===== config.mk =====
export PLATFORM = sky130hd
export DESIGN_NAME = tpf_cfg_top
export DESIGN_NICKNAME = d
export VERILOG_FILES = /design/src/tpf_pkg.sv /design/src/tpf_buf2.sv /design/src/tpf_cfg_top.sv
export VERILOG_INCLUDE_DIRS = /design/src
export SDC_FILE = /design/constraint.sdc
export NUM_CORES = 1
export LEC_CHECK = 0
export BUFFER_PORTS_ARGS = -buffer_cell sky130_fd_sc_hd__buf_4
export CORE_ASPECT_RATIO = 0.5
export CORE_MARGIN = 4
export CORE_UTILIZATION = 62
export CTS_BUF_LIST = sky130_fd_sc_hd__clkbuf_8 sky130_fd_sc_hd__clkbuf_16
export CTS_CLUSTER_DIAMETER = 50
export DETAILED_ROUTE_END_ITERATION = 7
export PLACE_DENSITY = 0.85
export SLEW_MARGIN = 10
export SYNTH_ARGS = -nofsm -noshare
export SYNTH_HDL_FRONTEND = slang
export SYNTH_SLANG_ARGS = --single-unit

===== constraint.sdc =====
create_clock -name core_clk -period 4.2 [get_ports core_clk]
set_input_delay 0.84 -clock core_clk [delete_from_list [all_inputs] [get_ports core_clk]]
set_output_delay 0.84 -clock core_clk [all_outputs]
set_load 0.005 [all_outputs]

===== src/tpf_params.svh =====
// Offsets, field positions, reset values and fixed codes of the filter configuration block
`ifndef TPF_PARAMS_SVH
`define TPF_PARAMS_SVH
// ==========================================================
// Register offsets (byte addresses)
`define TPF_OFS_SLOT0 8'h00
`define TPF_OFS_BYPASS 8'h1c
`define TPF_OFS_PRELOAD 8'h20
`define TPF_OFS_MONITOR 8'h24
// ==========================================================
// Field positions
`define TPF_EN_BIT 24
`define TPF_KIND_MSB 23
`define TPF_KIND_LSB 16
`define TPF_PID_MSB 12
`define TPF_STORE_BIT 24
`define TPF_TRIG_BIT 30
`define TPF_VAL_MSB 29
`define TPF_MON_SEND_BIT 31
`define TPF_MON_FETCH_BIT 30
// ==========================================================
// Writable-bit masks and reset values
`define TPF_SLOT_MASK 32'h01ff1fff
`define TPF_BYPASS_MASK 32'h01000000
`define TPF_RST_SLOT 32'h00000000
`define TPF_RST_BYPASS 32'h00000000
`define TPF_RST_PRELOAD 30'h00000000
`define TPF_RST_STAMP 30'h00000000
// ==========================================================
// Fixed codes
`define TPF_OTHER_CHAN 3'h7
`define TPF_MAX_SLOTS 7
`endif


===== src/tpf_pkg.sv =====
// Types shared by the filter configuration block
package tpf_pkg;
    // ==========================================================
    // Transmit stamp sequence states
    typedef enum logic [3:0] {
        ST_IDLE  = 4'b0001,
        ST_ARM   = 4'b0010,
        ST_FETCH = 4'b0100,
        ST_SEND  = 4'b1000
    } tpf_tx_state_e;
endpackage


===== src/tpf_buf2.sv =====
// Two-entry buffer with valid and ready on both sides
`timescale 1ns/1ps
module tpf_buf2 #(
    parameter int W = 43
) (
    // Clock and reset
    input wire logic core_clk,
    input wire logic rst_n,
    // Filling side
    input wire logic in_valid,
    output logic in_ready,
    input wire logic [W-1:0] in_data,
    // Draining side
    output logic out_valid,
    input wire logic out_ready,
    output logic [W-1:0] out_data
);
    if (W < 1) begin : g_bad_width
        $error("W must be at least 1");
    end

    logic [W-1:0] e0_q, e0_d, e1_q, e1_d;
    logic [1:0] cnt_q, cnt_d;
    logic push, pop;

    assign in_ready = (cnt_q != 2'h2);
    assign out_valid = (cnt_q != 2'h0);
    assign out_data = e0_q;
    assign push = in_valid && in_ready;
    assign pop = out_valid && out_ready;

    always_comb begin
        e0_d = e0_q;
        e1_d = e1_q;
        cnt_d = cnt_q;
        case ({push, pop})
            2'b10: begin
                if (cnt_q == 2'h0) begin
                    e0_d = in_data;
                end else begin
                    e1_d = in_data;
                end
                cnt_d = cnt_q + 2'h1;
            end
            2'b01: begin
                e0_d = e1_q;
                cnt_d = cnt_q - 2'h1;
            end
            2'b11: begin
                if (cnt_q == 2'h1) begin
                    e0_d = in_data;
                end else begin
                    e0_d = e1_q;
                    e1_d = in_data;
                end
            end
            default: begin
                cnt_d = cnt_q;
            end
        endcase
    end

    always_ff @(posedge core_clk) begin
        if (!rst_n) begin
            e0_q <= '0;
            e1_q <= '0;
            cnt_q <= 2'h0;
        end else begin
            e0_q <= e0_d;
            e1_q <= e1_d;
            cnt_q <= cnt_d;
        end
    end
endmodule // tpf_buf2


===== src/tpf_cfg_top.sv =====
// Packet filter slots, passthrough store enable and transmit stamp sequencing
`timescale 1ns/1ps
`include "tpf_params.svh"
module tpf_cfg_top #(
    parameter int NUM_SLOTS = 7
) (
    // Clock and reset
    input wire logic core_clk,
    input wire logic rst_n,
    // Register port
    input wire logic [7:0] reg_addr,
    input wire logic [31:0] reg_wdata,
    input wire logic reg_wr,
    input wire logic reg_rd,
    output logic [31:0] reg_rdata,
    // Incoming packet words
    input wire logic rx_valid,
    output logic rx_ready,
    input wire logic rx_sop,
    input wire logic [12:0] rx_pid,
    input wire logic [31:0] rx_data,
    input wire logic bypass_mode,
    // Memory write side
    output logic wr_valid,
    input wire logic wr_ready,
    output logic [31:0] wr_data,
    output logic [2:0] wr_chan,
    output logic [7:0] wr_kind,
    // Transmit stamp sequence
    input wire logic tx_buf_load,
    input wire logic tx_pkt_ready,
    output logic stamp_load_pulse,
    output logic fetch_req,
    output logic tx_send,
    output logic [29:0] arrival_time_stamp
);
    // ==========================================================
    // Elaboration check
    if (NUM_SLOTS < 1 || NUM_SLOTS > `TPF_MAX_SLOTS) begin : g_bad_slots
        $error("NUM_SLOTS must be 1 to 7, channel 7 is kept for other data");
    end

    // ==========================================================
    // Register file
    logic [31:0] slot_q [NUM_SLOTS];
    logic [31:0] slot_d [NUM_SLOTS];
    logic [31:0] bypass_q, bypass_d;
    logic [29:0] preload_q, preload_d;
    logic pulse_q, pulse_d;
    logic [31:0] rdata_q, rdata_d;
    logic [29:0] stamp_q, stamp_d;
    tpf_pkg::tpf_tx_state_e st_q, st_d;
    logic trig_wr;

    assign trig_wr = reg_wr && (reg_addr == `TPF_OFS_PRELOAD) && reg_wdata[`TPF_TRIG_BIT];

    always_comb begin
        for (int i = 0; i < NUM_SLOTS; i++) begin
            slot_d[i] = slot_q[i];
            if (reg_wr && reg_addr == (`TPF_OFS_SLOT0 + 8'(4 * i))) begin
                slot_d[i] = reg_wdata & `TPF_SLOT_MASK;
            end
        end
        bypass_d = bypass_q;
        if (reg_wr && reg_addr == `TPF_OFS_BYPASS) begin
            bypass_d = reg_wdata & `TPF_BYPASS_MASK;
        end
        preload_d = preload_q;
        if (reg_wr && reg_addr == `TPF_OFS_PRELOAD) begin
            preload_d = reg_wdata[`TPF_VAL_MSB:0];
        end
        pulse_d = trig_wr;
        rdata_d = 32'h0;
        if (reg_rd) begin
            for (int i = 0; i < NUM_SLOTS; i++) begin
                if (reg_addr == (`TPF_OFS_SLOT0 + 8'(4 * i))) begin
                    rdata_d = slot_q[i];
                end
            end
            if (reg_addr == `TPF_OFS_PRELOAD) begin
                rdata_d = {2'b00, preload_q};
            end
            if (reg_addr == `TPF_OFS_BYPASS) begin
                rdata_d = bypass_q;
            end
            if (reg_addr == `TPF_OFS_MONITOR) begin
                rdata_d = {tx_send, fetch_req, stamp_q};
            end
        end
    end

    always_ff @(posedge core_clk) begin
        if (!rst_n) begin
            for (int i = 0; i < NUM_SLOTS; i++) begin
                slot_q[i] <= `TPF_RST_SLOT;
            end
            bypass_q <= `TPF_RST_BYPASS;
            preload_q <= `TPF_RST_PRELOAD;
            pulse_q <= 1'b0;
            rdata_q <= 32'h0;
        end else begin
            for (int i = 0; i < NUM_SLOTS; i++) begin
                slot_q[i] <= slot_d[i];
            end
            bypass_q <= bypass_d;
            preload_q <= preload_d;
            pulse_q <= pulse_d;
            rdata_q <= rdata_d;
        end
    end

    assign reg_rdata = rdata_q;
    assign stamp_load_pulse = pulse_q;

    // ==========================================================
    // Packet classification
    logic [NUM_SLOTS-1:0] hit;
    logic [2:0] hit_chan, cur_chan, chan_q, chan_d;
    logic [7:0] hit_kind, cur_kind, kind_q, kind_d;
    logic drop, buf_in_valid, buf_in_ready;
    logic [42:0] buf_out;

    for (genvar i = 0; i < NUM_SLOTS; i++) begin : g_slot
        assign hit[i] = slot_q[i][`TPF_EN_BIT] && (slot_q[i][`TPF_PID_MSB:0] == rx_pid);
    end

    always_comb begin
        hit_chan = `TPF_OTHER_CHAN;
        hit_kind = 8'h00;
        // Lowest slot wins when two enabled slots share a packet id
        for (int i = NUM_SLOTS - 1; i >= 0; i--) begin
            if (hit[i]) begin
                hit_chan = 3'(i);
                hit_kind = slot_q[i][`TPF_KIND_MSB:`TPF_KIND_LSB];
            end
        end
        if (bypass_mode) begin
            hit_chan = `TPF_OTHER_CHAN;
            hit_kind = 8'h00;
        end
    end

    // Tag is taken from the header word and held for the rest of the packet
    assign cur_chan = rx_sop ? hit_chan : chan_q;
    assign cur_kind = rx_sop ? hit_kind : kind_q;
    assign drop = bypass_mode && !bypass_q[`TPF_STORE_BIT];
    assign buf_in_valid = rx_valid && !drop;
    // Dropped words are still accepted so the source never hangs
    assign rx_ready = drop ? 1'b1 : buf_in_ready;

    always_comb begin
        chan_d = chan_q;
        kind_d = kind_q;
        if (rx_valid && rx_ready && rx_sop) begin
            chan_d = hit_chan;
            kind_d = hit_kind;
        end
    end

    always_ff @(posedge core_clk) begin
        if (!rst_n) begin
            chan_q <= `TPF_OTHER_CHAN;
            kind_q <= 8'h00;
        end else begin
            chan_q <= chan_d;
            kind_q <= kind_d;
        end
    end

    tpf_buf2 #(
        .W(43)
    ) u_buf (
        .core_clk(core_clk),
        .rst_n(rst_n),
        .in_valid(buf_in_valid),
        .in_ready(buf_in_ready),
        .in_data({cur_kind, cur_chan, rx_data}),
        .out_valid(wr_valid),
        .out_ready(wr_ready),
        .out_data(buf_out)
    );

    // Kind, channel and word leave the buffer flops together
    assign {wr_kind, wr_chan, wr_data} = buf_out;

    // ==========================================================
    // Transmit stamp sequence
    always_comb begin
        st_d = st_q;
        stamp_d = stamp_q;
        case (st_q)
            tpf_pkg::ST_IDLE: begin
                stamp_d = stamp_q + 30'h1;
            end
            tpf_pkg::ST_ARM: begin
                if (tx_buf_load) begin
                    stamp_d = preload_q;
                    st_d = tpf_pkg::ST_FETCH;
                end
            end
            tpf_pkg::ST_FETCH: begin
                stamp_d = stamp_q + 30'h1;
                if (tx_pkt_ready) begin
                    st_d = tpf_pkg::ST_SEND;
                end
            end
            tpf_pkg::ST_SEND: begin
                stamp_d = stamp_q + 30'h1;
            end
            default: begin
                st_d = tpf_pkg::ST_IDLE;
            end
        endcase
        // A new trigger restarts the sequence from any state
        if (pulse_q) begin
            st_d = tpf_pkg::ST_ARM;
            stamp_d = stamp_q;
        end
    end

    always_ff @(posedge core_clk) begin
        if (!rst_n) begin
            st_q <= tpf_pkg::ST_IDLE;
            stamp_q <= `TPF_RST_STAMP;
        end else begin
            st_q <= st_d;
            stamp_q <= stamp_d;
        end
    end

    assign fetch_req = (st_q == tpf_pkg::ST_FETCH);
    assign tx_send = (st_q == tpf_pkg::ST_SEND);
    assign arrival_time_stamp = stamp_q;

    // ==========================================================
    // Assertions
    a_slot_write_keep: assert property (@(posedge core_clk) disable iff (!rst_n)
        (reg_wr && reg_addr == `TPF_OFS_SLOT0)
        |=> slot_q[0] == ($past(reg_wdata) & `TPF_SLOT_MASK))
        else $error("slot 0 did not keep written value");
    a_slot_read_back: assert property (@(posedge core_clk) disable iff (!rst_n)
        (reg_rd && reg_addr == `TPF_OFS_SLOT0)
        |=> reg_rdata[31:25] == 7'h0 && reg_rdata[15:13] == 3'h0
            && reg_rdata[23:16] == slot_q[0][23:16])
        else $error("slot read shows reserved bits or wrong kind");
    a_pulse_single: assert property (@(posedge core_clk) disable iff (!rst_n)
        trig_wr ##1 !trig_wr |=> !stamp_load_pulse)
        else $error("load pulse longer than one clock");
    a_pulse_after_trig: assert property (@(posedge core_clk) disable iff (!rst_n)
        stamp_load_pulse == $past(trig_wr))
        else $error("load pulse not tied to trigger write");
    a_trig_reads_zero: assert property (@(posedge core_clk) disable iff (!rst_n)
        (reg_rd && reg_addr == `TPF_OFS_PRELOAD) |=> !reg_rdata[`TPF_TRIG_BIT])
        else $error("trigger bit read back");
    a_stamp_loads: assert property (@(posedge core_clk) disable iff (!rst_n)
        (st_q == tpf_pkg::ST_ARM && tx_buf_load && !pulse_q)
        |=> arrival_time_stamp == $past(preload_q) ##1 arrival_time_stamp == $past(preload_q, 2) + 30'h1)
        else $error("stamp counter not loaded then counting");
    a_fetch_cause: assert property (@(posedge core_clk) disable iff (!rst_n)
        $rose(fetch_req) |-> $past(st_q == tpf_pkg::ST_ARM && tx_buf_load))
        else $error("fetch request without counter load");
    a_send_start: assert property (@(posedge core_clk) disable iff (!rst_n)
        (fetch_req && tx_pkt_ready && !pulse_q) |=> tx_send && !fetch_req)
        else $error("send not started on first packet ready");
    a_other_chan: assert property (@(posedge core_clk) disable iff (!rst_n)
        (buf_in_valid && rx_sop && hit == '0) |-> cur_chan == `TPF_OTHER_CHAN)
        else $error("unmatched packet not on channel 7");
    a_bypass_drop: assert property (@(posedge core_clk) disable iff (!rst_n)
        (bypass_mode && !bypass_q[`TPF_STORE_BIT]) |-> !buf_in_valid && rx_ready)
        else $error("passthrough input stored while disabled");
    a_match_chan: assert property (@(posedge core_clk) disable iff (!rst_n)
        (rx_sop && !bypass_mode && hit[0]) |-> cur_chan == 3'h0
            && cur_kind == slot_q[0][`TPF_KIND_MSB:`TPF_KIND_LSB])
        else $error("slot 0 match not routed to channel 0");
    a_store_pass: assert property (@(posedge core_clk) disable iff (!rst_n)
        (bypass_mode && bypass_q[`TPF_STORE_BIT]) |-> buf_in_valid == rx_valid)
        else $error("passthrough input dropped while store enabled");
    a_arm_holds: assert property (@(posedge core_clk) disable iff (!rst_n)
        (st_q == tpf_pkg::ST_ARM && !tx_buf_load && !pulse_q)
        |=> arrival_time_stamp == $past(arrival_time_stamp))
        else $error("stamp counter moved while waiting for load");
    a_fetch_counts: assert property (@(posedge core_clk) disable iff (!rst_n)
        (fetch_req && !pulse_q) |=> arrival_time_stamp == $past(arrival_time_stamp) + 30'h1)
        else $error("stamp counter not counting after load");
    a_send_counts: assert property (@(posedge core_clk) disable iff (!rst_n)
        (tx_send && !pulse_q) |=> arrival_time_stamp == $past(arrival_time_stamp) + 30'h1)
        else $error("stamp counter not counting while sending");
    a_enabled_route: assert property (@(posedge core_clk) disable iff (!rst_n)
        (buf_in_valid && rx_sop && !bypass_mode && hit != '0) |-> cur_chan != `TPF_OTHER_CHAN)
        else $error("matched packet sent to the catch-all channel");
endmodule // tpf_cfg_top


### Word-level counts from Yosys, hierarchy flattened

Memory sizes are Yosys's and may differ from the RTL's.
Cells that the tools add are included.

* memories kept: 1
* output and inout bits: 110
* RAM bits: 224
* bits in registers: 197
* bits of input ports: 95

* equality and inequality tests: 33
* muxes and demuxes: 58
* reductions and logical operators: 41
* $add $sub $neg: 3
* bitwise operators: 10

Memories
* slot_q: depth 7, bits a word 32, rd ports 7, clocked after memory_dff 0, write ports 7, line tpf_cfg_top.sv:45 `logic [31:0] slot_q [NUM_SLOTS];`

Operators by type and width (number)
* 32-bit 2-to-1 mux: 24
* 43-bit 2-to-1 mux: 4
* 43-bit one-hot mux with 3 select lines: 1
* 13-bit equality test: 7
* 43-bit one-hot mux with 2 select lines: 1
* 8-bit 2-to-1 mux: 9
* 30-bit one-hot mux with 2 select lines: 1
* 8-bit by 5-bit equality test with 1-bit output (second input constant): 4
* 30-bit by 1-bit adder with 30-bit output (second input constant): 1
* 30-bit 2-to-1 mux: 1
* 3-bit 2-to-1 mux: 8
* 1-bit logical AND: 23
* 8-bit by 4-bit equality test with 1-bit output (second input constant): 2
* 8-bit by 6-bit equality test with 1-bit output (second input constant): 2
* 4-bit one-hot mux with 3 select lines: 1
* 3-bit AND reduction: 4
* 2-bit != test (second input constant): 5
* 8-bit by 3-bit equality test with 1-bit output (second input constant): 1
* 8-bit logical NOT: 1
* 4-bit 2-to-1 mux: 2
* 2-bit nonzero test: 4
* 1-bit OR: 7
* 2-bit by 1-bit equality test with 1-bit output (second input constant): 2
* 2-bit equality test (second input constant): 2
* 19 further kinds: 28

### Logic depth before layout (Yosys ltp)

An unclocked memory read counts as a cell.

* depth after elaboration: 14
* mapped depth: 13
* depth with buffers taken out: 11

### Modules after synthesis

Synthesis repeated with hierarchy kept, for this count alone.

* cell total of the unflattened synthesis: 2244
* area, all modules: 18029.8 sq um

Modules (own cells, without submodules)
* tpf_cfg_top: cells each 1749, area each 13523.0 sq um, instances 1
* tpf_buf2: cells each 495, area each 4506.8 sq um, instances 1

### Least setup slack after synthesis

Ideal clock, no wire load.

* path kind: input -> register
* from: input rx_pid[0]
* to: register u_buf.e1_q[38]
* required time: 4.066 ns
* setup time: 0.134 ns
* stages: 9
* data arrival time: 2.749 ns
* path slack: 1.316 ns
* path through: buf_2 xnor2_1 nand4_1 or4_1 clkbuf_1 and2_1 a221o_1 o211ai_1 a211oi_1

* word-level cells in the longest chain between the ends: 13

Ends and longest elaborated chain
* from (decl): line tpf_cfg_top.sv:20 `input wire logic [12:0] rx_pid,`
* 13-bit equality test: line tpf_cfg_top.sv:124 `` assign hit[i] = slot_q[i][`TPF_EN_BIT] && (slot_q[i][`TPF_PID_MSB:0] == rx_pid); ``
* 1-bit logical AND: line tpf_cfg_top.sv:124
* 8-bit 2-to-1 mux (6 in a row): line tpf_cfg_top.sv:132 `if (hit[i]) begin`
* 8-bit 2-to-1 mux (*): line tpf_cfg_top.sv:132
* 8-bit 2-to-1 mux (*): line tpf_cfg_top.sv:137 `if (bypass_mode) begin`
* 8-bit 2-to-1 mux (*): line tpf_cfg_top.sv:145 `assign cur_kind = rx_sop ? hit_kind : kind_q;`
* 43-bit 2-to-1 mux (on tied branches): line tpf_buf2.sv:50, tpf_buf2.sv:38
* 43-bit one-hot mux with 2 select lines (*): line tpf_buf2.sv:36 `case ({push, pop})`
* to (signal assigned): line tpf_buf2.sv:66 `e1_q <= '0;`
* to (signal assigned): line tpf_buf2.sv:70 `e1_q <= e1_d;`
* to (decl): line tpf_buf2.sv:22 `logic [W-1:0] e0_q, e0_d, e1_q, e1_d;`

Every way passes the cells marked *; elsewhere a longest branch is shown, timed or not. The select of a mux whose other input is x is not followed.
A chain may end at the register's enable or synchronous reset.

### Worst setup path in the final report

* from: register u_buf.cnt_q[0]
* to: register u_buf.e1_q[9]

* word-level cells in the longest chain between the ends: 5

Ends and longest elaborated chain
* from (decl): line tpf_buf2.sv:23 `logic [1:0] cnt_q, cnt_d;`
* from (signal assigned): line tpf_buf2.sv:71 `cnt_q <= cnt_d;`
* 2-bit != test or 2-bit nonzero test (tied branches): line tpf_buf2.sv:26, tpf_buf2.sv:27
* 1-bit logical AND (on tied branches): line tpf_buf2.sv:29, tpf_buf2.sv:30
* 2-bit equality test: line tpf_buf2.sv:36
* 2-bit != test (no line) or 2-bit nonzero test (tied branches)
* 3-bit AND reduction (no line)

Several ways; a longest one is shown, not always the timed one.

==> results.md <==
| Result | Value | Unit |
| --- | --- | --- |
| First-pass GRT wire length | 89.07 | mm |
| Clock transition at path regs | 0.07 | ns |
| Total of endpoints with negative setup slack in the final report | 0 | - |
| Number of filler cells placed in the layout | 2099 | - |
| Placer's final routability congestion estimate | 1.001 | - |
| Cell variety after synth | 75 | - |
| Data arrival time at the worst-slack endpoint | 3.66 | ns |
| Crit Path Category | flip-flop to flip-flop | - |
| Peak supply drop | 0.0003211 | V |
| Vias in the first global route | 15670 | - |
| F_max | 316.5 | MHz |
| Via count normalized by instance count | 6.565 | - |
| Count of flip-flops with a built-in enable after synthesis | 0 | - |
| Net total in the final layout | 2283 | - |
| Max Transition Viols Final | 0 | - |
| Headroom to the max-slew limit | 16.29 | % |
| Leakage component of the power | 7.462 | nW |
| Core utilization of the finished layout | 73.92 | % |
| Drt pass-1 iters | 7 | - |
| Most common cell after layout, fill and taps aside | nand2_1 | - |
| N_diodes | 0 | - |
| Post-DP HPWL | 40.33 | mm |
| Overall global routing resource usage | 35.93 | % |
| Layout cells sized above 1 | 16.19 | % |
| Total clock buffers created by CTS | 31 | - |
| Number of antenna violations at the first check in global routing | 1 | - |
| Largest fanout on the critical path | 32 | - |
| Port Buffers | 203 | - |
| Asr flop ratio synth | 0 | % |
| Post-synth design cell area | 0.01736 | mm2 |
| CTS Root Buffer Type | clkbuf_16 | - |
| Core Footprint | 0.02701 | mm2 |
| Net count after synthesis | 2192 | - |
| Portion of the clock cycle consumed by the worst path in the final layout | 75.22 | % |
| Total negative slack | 0 | ns |
| Nature of the critical path endpoint | flip-flop | - |
| Worst clock skew on the final layout | 0.01239 | ns |
| Total power density per cell area | 424.2 | mW/mm2 |
| Pin count of the biggest net entering global routing | 151 | - |
| Max clock buf depth | 3 | - |
| Detailed-route via count | 16930 | - |
| Setup repair after global routing missed its margin | no | - |
| Result of the run | finished clean | - |
| Worst EP required | 4.70 | ns |
| Final critical delay including setup and external delays | 3.159 | ns |
| Startpoint type of the worst setup path | flip-flop | - |
| Cts-stage hold buffer count | 0 | - |
| Top library cells by usage in the layout, fill and taps aside | 498 x nand2_1, 351 x dfxtp_1, 248 x buf_4 | - |
| Slew at the pin closest to its max-slew limit | 1.254 | ns |
| H-tree lvl count | 1 | - |
| Starting Density | 64.27 | % |
| Clock Sinks | 351 | - |
| Rows | 42 | - |
| Top-level I/O count | 205 | - |
| Register-to-register setup slack | 1.04 | ns |
| Die Span Y | 126.3 | um |
| Number of buffers inserted to repair setup after CTS | 0 | - |
| DR iter-0 viols | 2590 | - |
| Biggest area consumer among synthesized cells | dfxtp_1 | - |
| Drc violations | 0 | - |
| Total detailed-routing wirelength | 58.16 | mm |
| Area growth from synthesis to layout | 15.01 | % |
| Cells after Synth | 2090 | - |
| Number of max-cap violations | 0 | - |
| Top cells by area, synth | dfxtp_1 40%, nand2_1 11%, a21boi_0 9.5% | - |
| Die span in x | 244.6 | um |
| Main flop type after synthesis | dfxtp_1 | - |
| Endpoints failing hold | 0 | - |
| Die area | 0.03090 | mm2 |
| Top-area cell type share of the netlist area | 40.48 | % |
| Clock tree from TritonCTS | built | - |
| Synthesis warning total | 0 | - |
| Clock latency reported for the late side of the worst-skew pair | 0.59 | ns |
| GRT overflow | 0 | - |
| Wirelength per Cell | 22.55 | um |
| Resized Gates After CTS | 0 | - |
| Mean instance size in the synthesized netlist | 8.306 | um2 |
| Class of the tightest hold or removal check | flip-flop to flip-flop | - |
| Share of the yosys chip area belonging to registers | 40.48 | % |
| Number of nets with antenna violations after routing | 0 | - |
| Flip-flop and latch count after synthesis | 351 | - |
## area by class of cell
class,count,area [um2],share of cell area (%)
Multi-Input combinational cell,1534,9405,47.11
Clock inverter,16,211.5,1.059
Timing Repair Buffer,250,1893,9.481
Clock buffer,41,913.4,4.575
Inverter,13,48.80,0.2444
Tap cell,374,467.9,2.344
Sequential cell,351,7027,35.19
## critical path: stages, from the launching register on
cell,delay (ns)
dfxtp_1,0.34
inv_1,0.09
ha_1,0.25
inv_1,0.11
nand2_1,0.18
inv_1,0.15
ha_1,0.32
o211ai_1,0.87
buf_4,0.49
nand2_1,0.08
a21boi_0,0.20
## registers in the layout, summed over array words and instances (netlist names)
| signal | flops |
|---|---|
| chan_q | 3 |
| kind_q | 8 |
| reg_rdata | 32 |
| preload_q | 30 |
| u_buf.cnt_q | 2 |
| st_q | 4 |
| stamp_load_pulse | 1 |
| u_buf.e1_q | 43 |
| bypass_q | 1 |
| u_buf.out_data | 43 |
| arrival_time_stamp | 30 |
| slot_q | 154 |
## synth_stat cells (17+ instances only)
cell,instances
o211a_1,37
nand3_1,69
nor2_1,60
buf_4,28
dfxtp_1,351
a22oi_1,26
o21ai_0,66
clkbuf_1,136
a21oi_1,63
xnor2_1,80
nand4_1,36
o211ai_1,18
and2_1,17
nand2_1,498
a21boi_0,220
a221oi_1,29
a222oi_1,22
nor3_1,19
mux2_2,18
a221o_1,35
## kinds of logic after synthesis
logic type,after synthesis,synth area share (%)
mux,21,1.341
fa+ha+maj,7,0.5045
compound gates,615,26.59
simple gates,796,20.50
flops,351,40.48
buf+inv,205,5.578
xor+xnor,95,5.009
## routing by layer
metal  vias up  global-route usage [%]  routed length (um)
li1       7635                       -                   -
met1      7949                   48.99               23150
met2      1125                   56.38               25110
met3       221                   8.182                7327
met4         2                   13.17                2553
met5         -                       0                  13
## where the power goes
group	switching [mW]	total [mW]	leakage (nW)	internal, mW
combinational	0.849	1.56	4.05	0.711
clock	1.34	3.17	0.574	1.83
sequential	0.153	3.74	2.84	3.59
total	2.34	8.47	7.46	6.13
## stage by stage
step	area [um2]	hold slack (ns)	worst slack, ns	power, mW	std cells
finish	19970	0.4609	1.041	8.470	2579
floorplan	17360	0.4310	1.316	4.719	2090
detailed placement	18840	0.4498	0.6657	5.362	2522
global placement	18840	0.4428	0.7214	5.322	2522
CTS	19970	0.4598	1.083	8.464	2579
global route	19970	0.4810	0.7397	8.778	2579
## final timing paths
kind | startpoint | depth (start not counted) | endpoint
max | u_buf.cnt_q[0]$_SDFFE_PN0P_ | 10 | u_buf.e1_q[9]$_SDFFE_PN0P_
min | u_buf.e1_q[33]$_SDFFE_PN0P_ | 2 | u_buf.e1_q[33]$_SDFFE_PN0P_
max reg2reg | u_buf.cnt_q[0]$_SDFFE_PN0P_ | 10 | u_buf.e1_q[9]$_SDFFE_PN0P_
min reg2reg | u_buf.e1_q[33]$_SDFFE_PN0P_ | 2 | u_buf.e1_q[33]$_SDFFE_PN0P_
No activity file was read; power rests on OpenSTA's default activity.
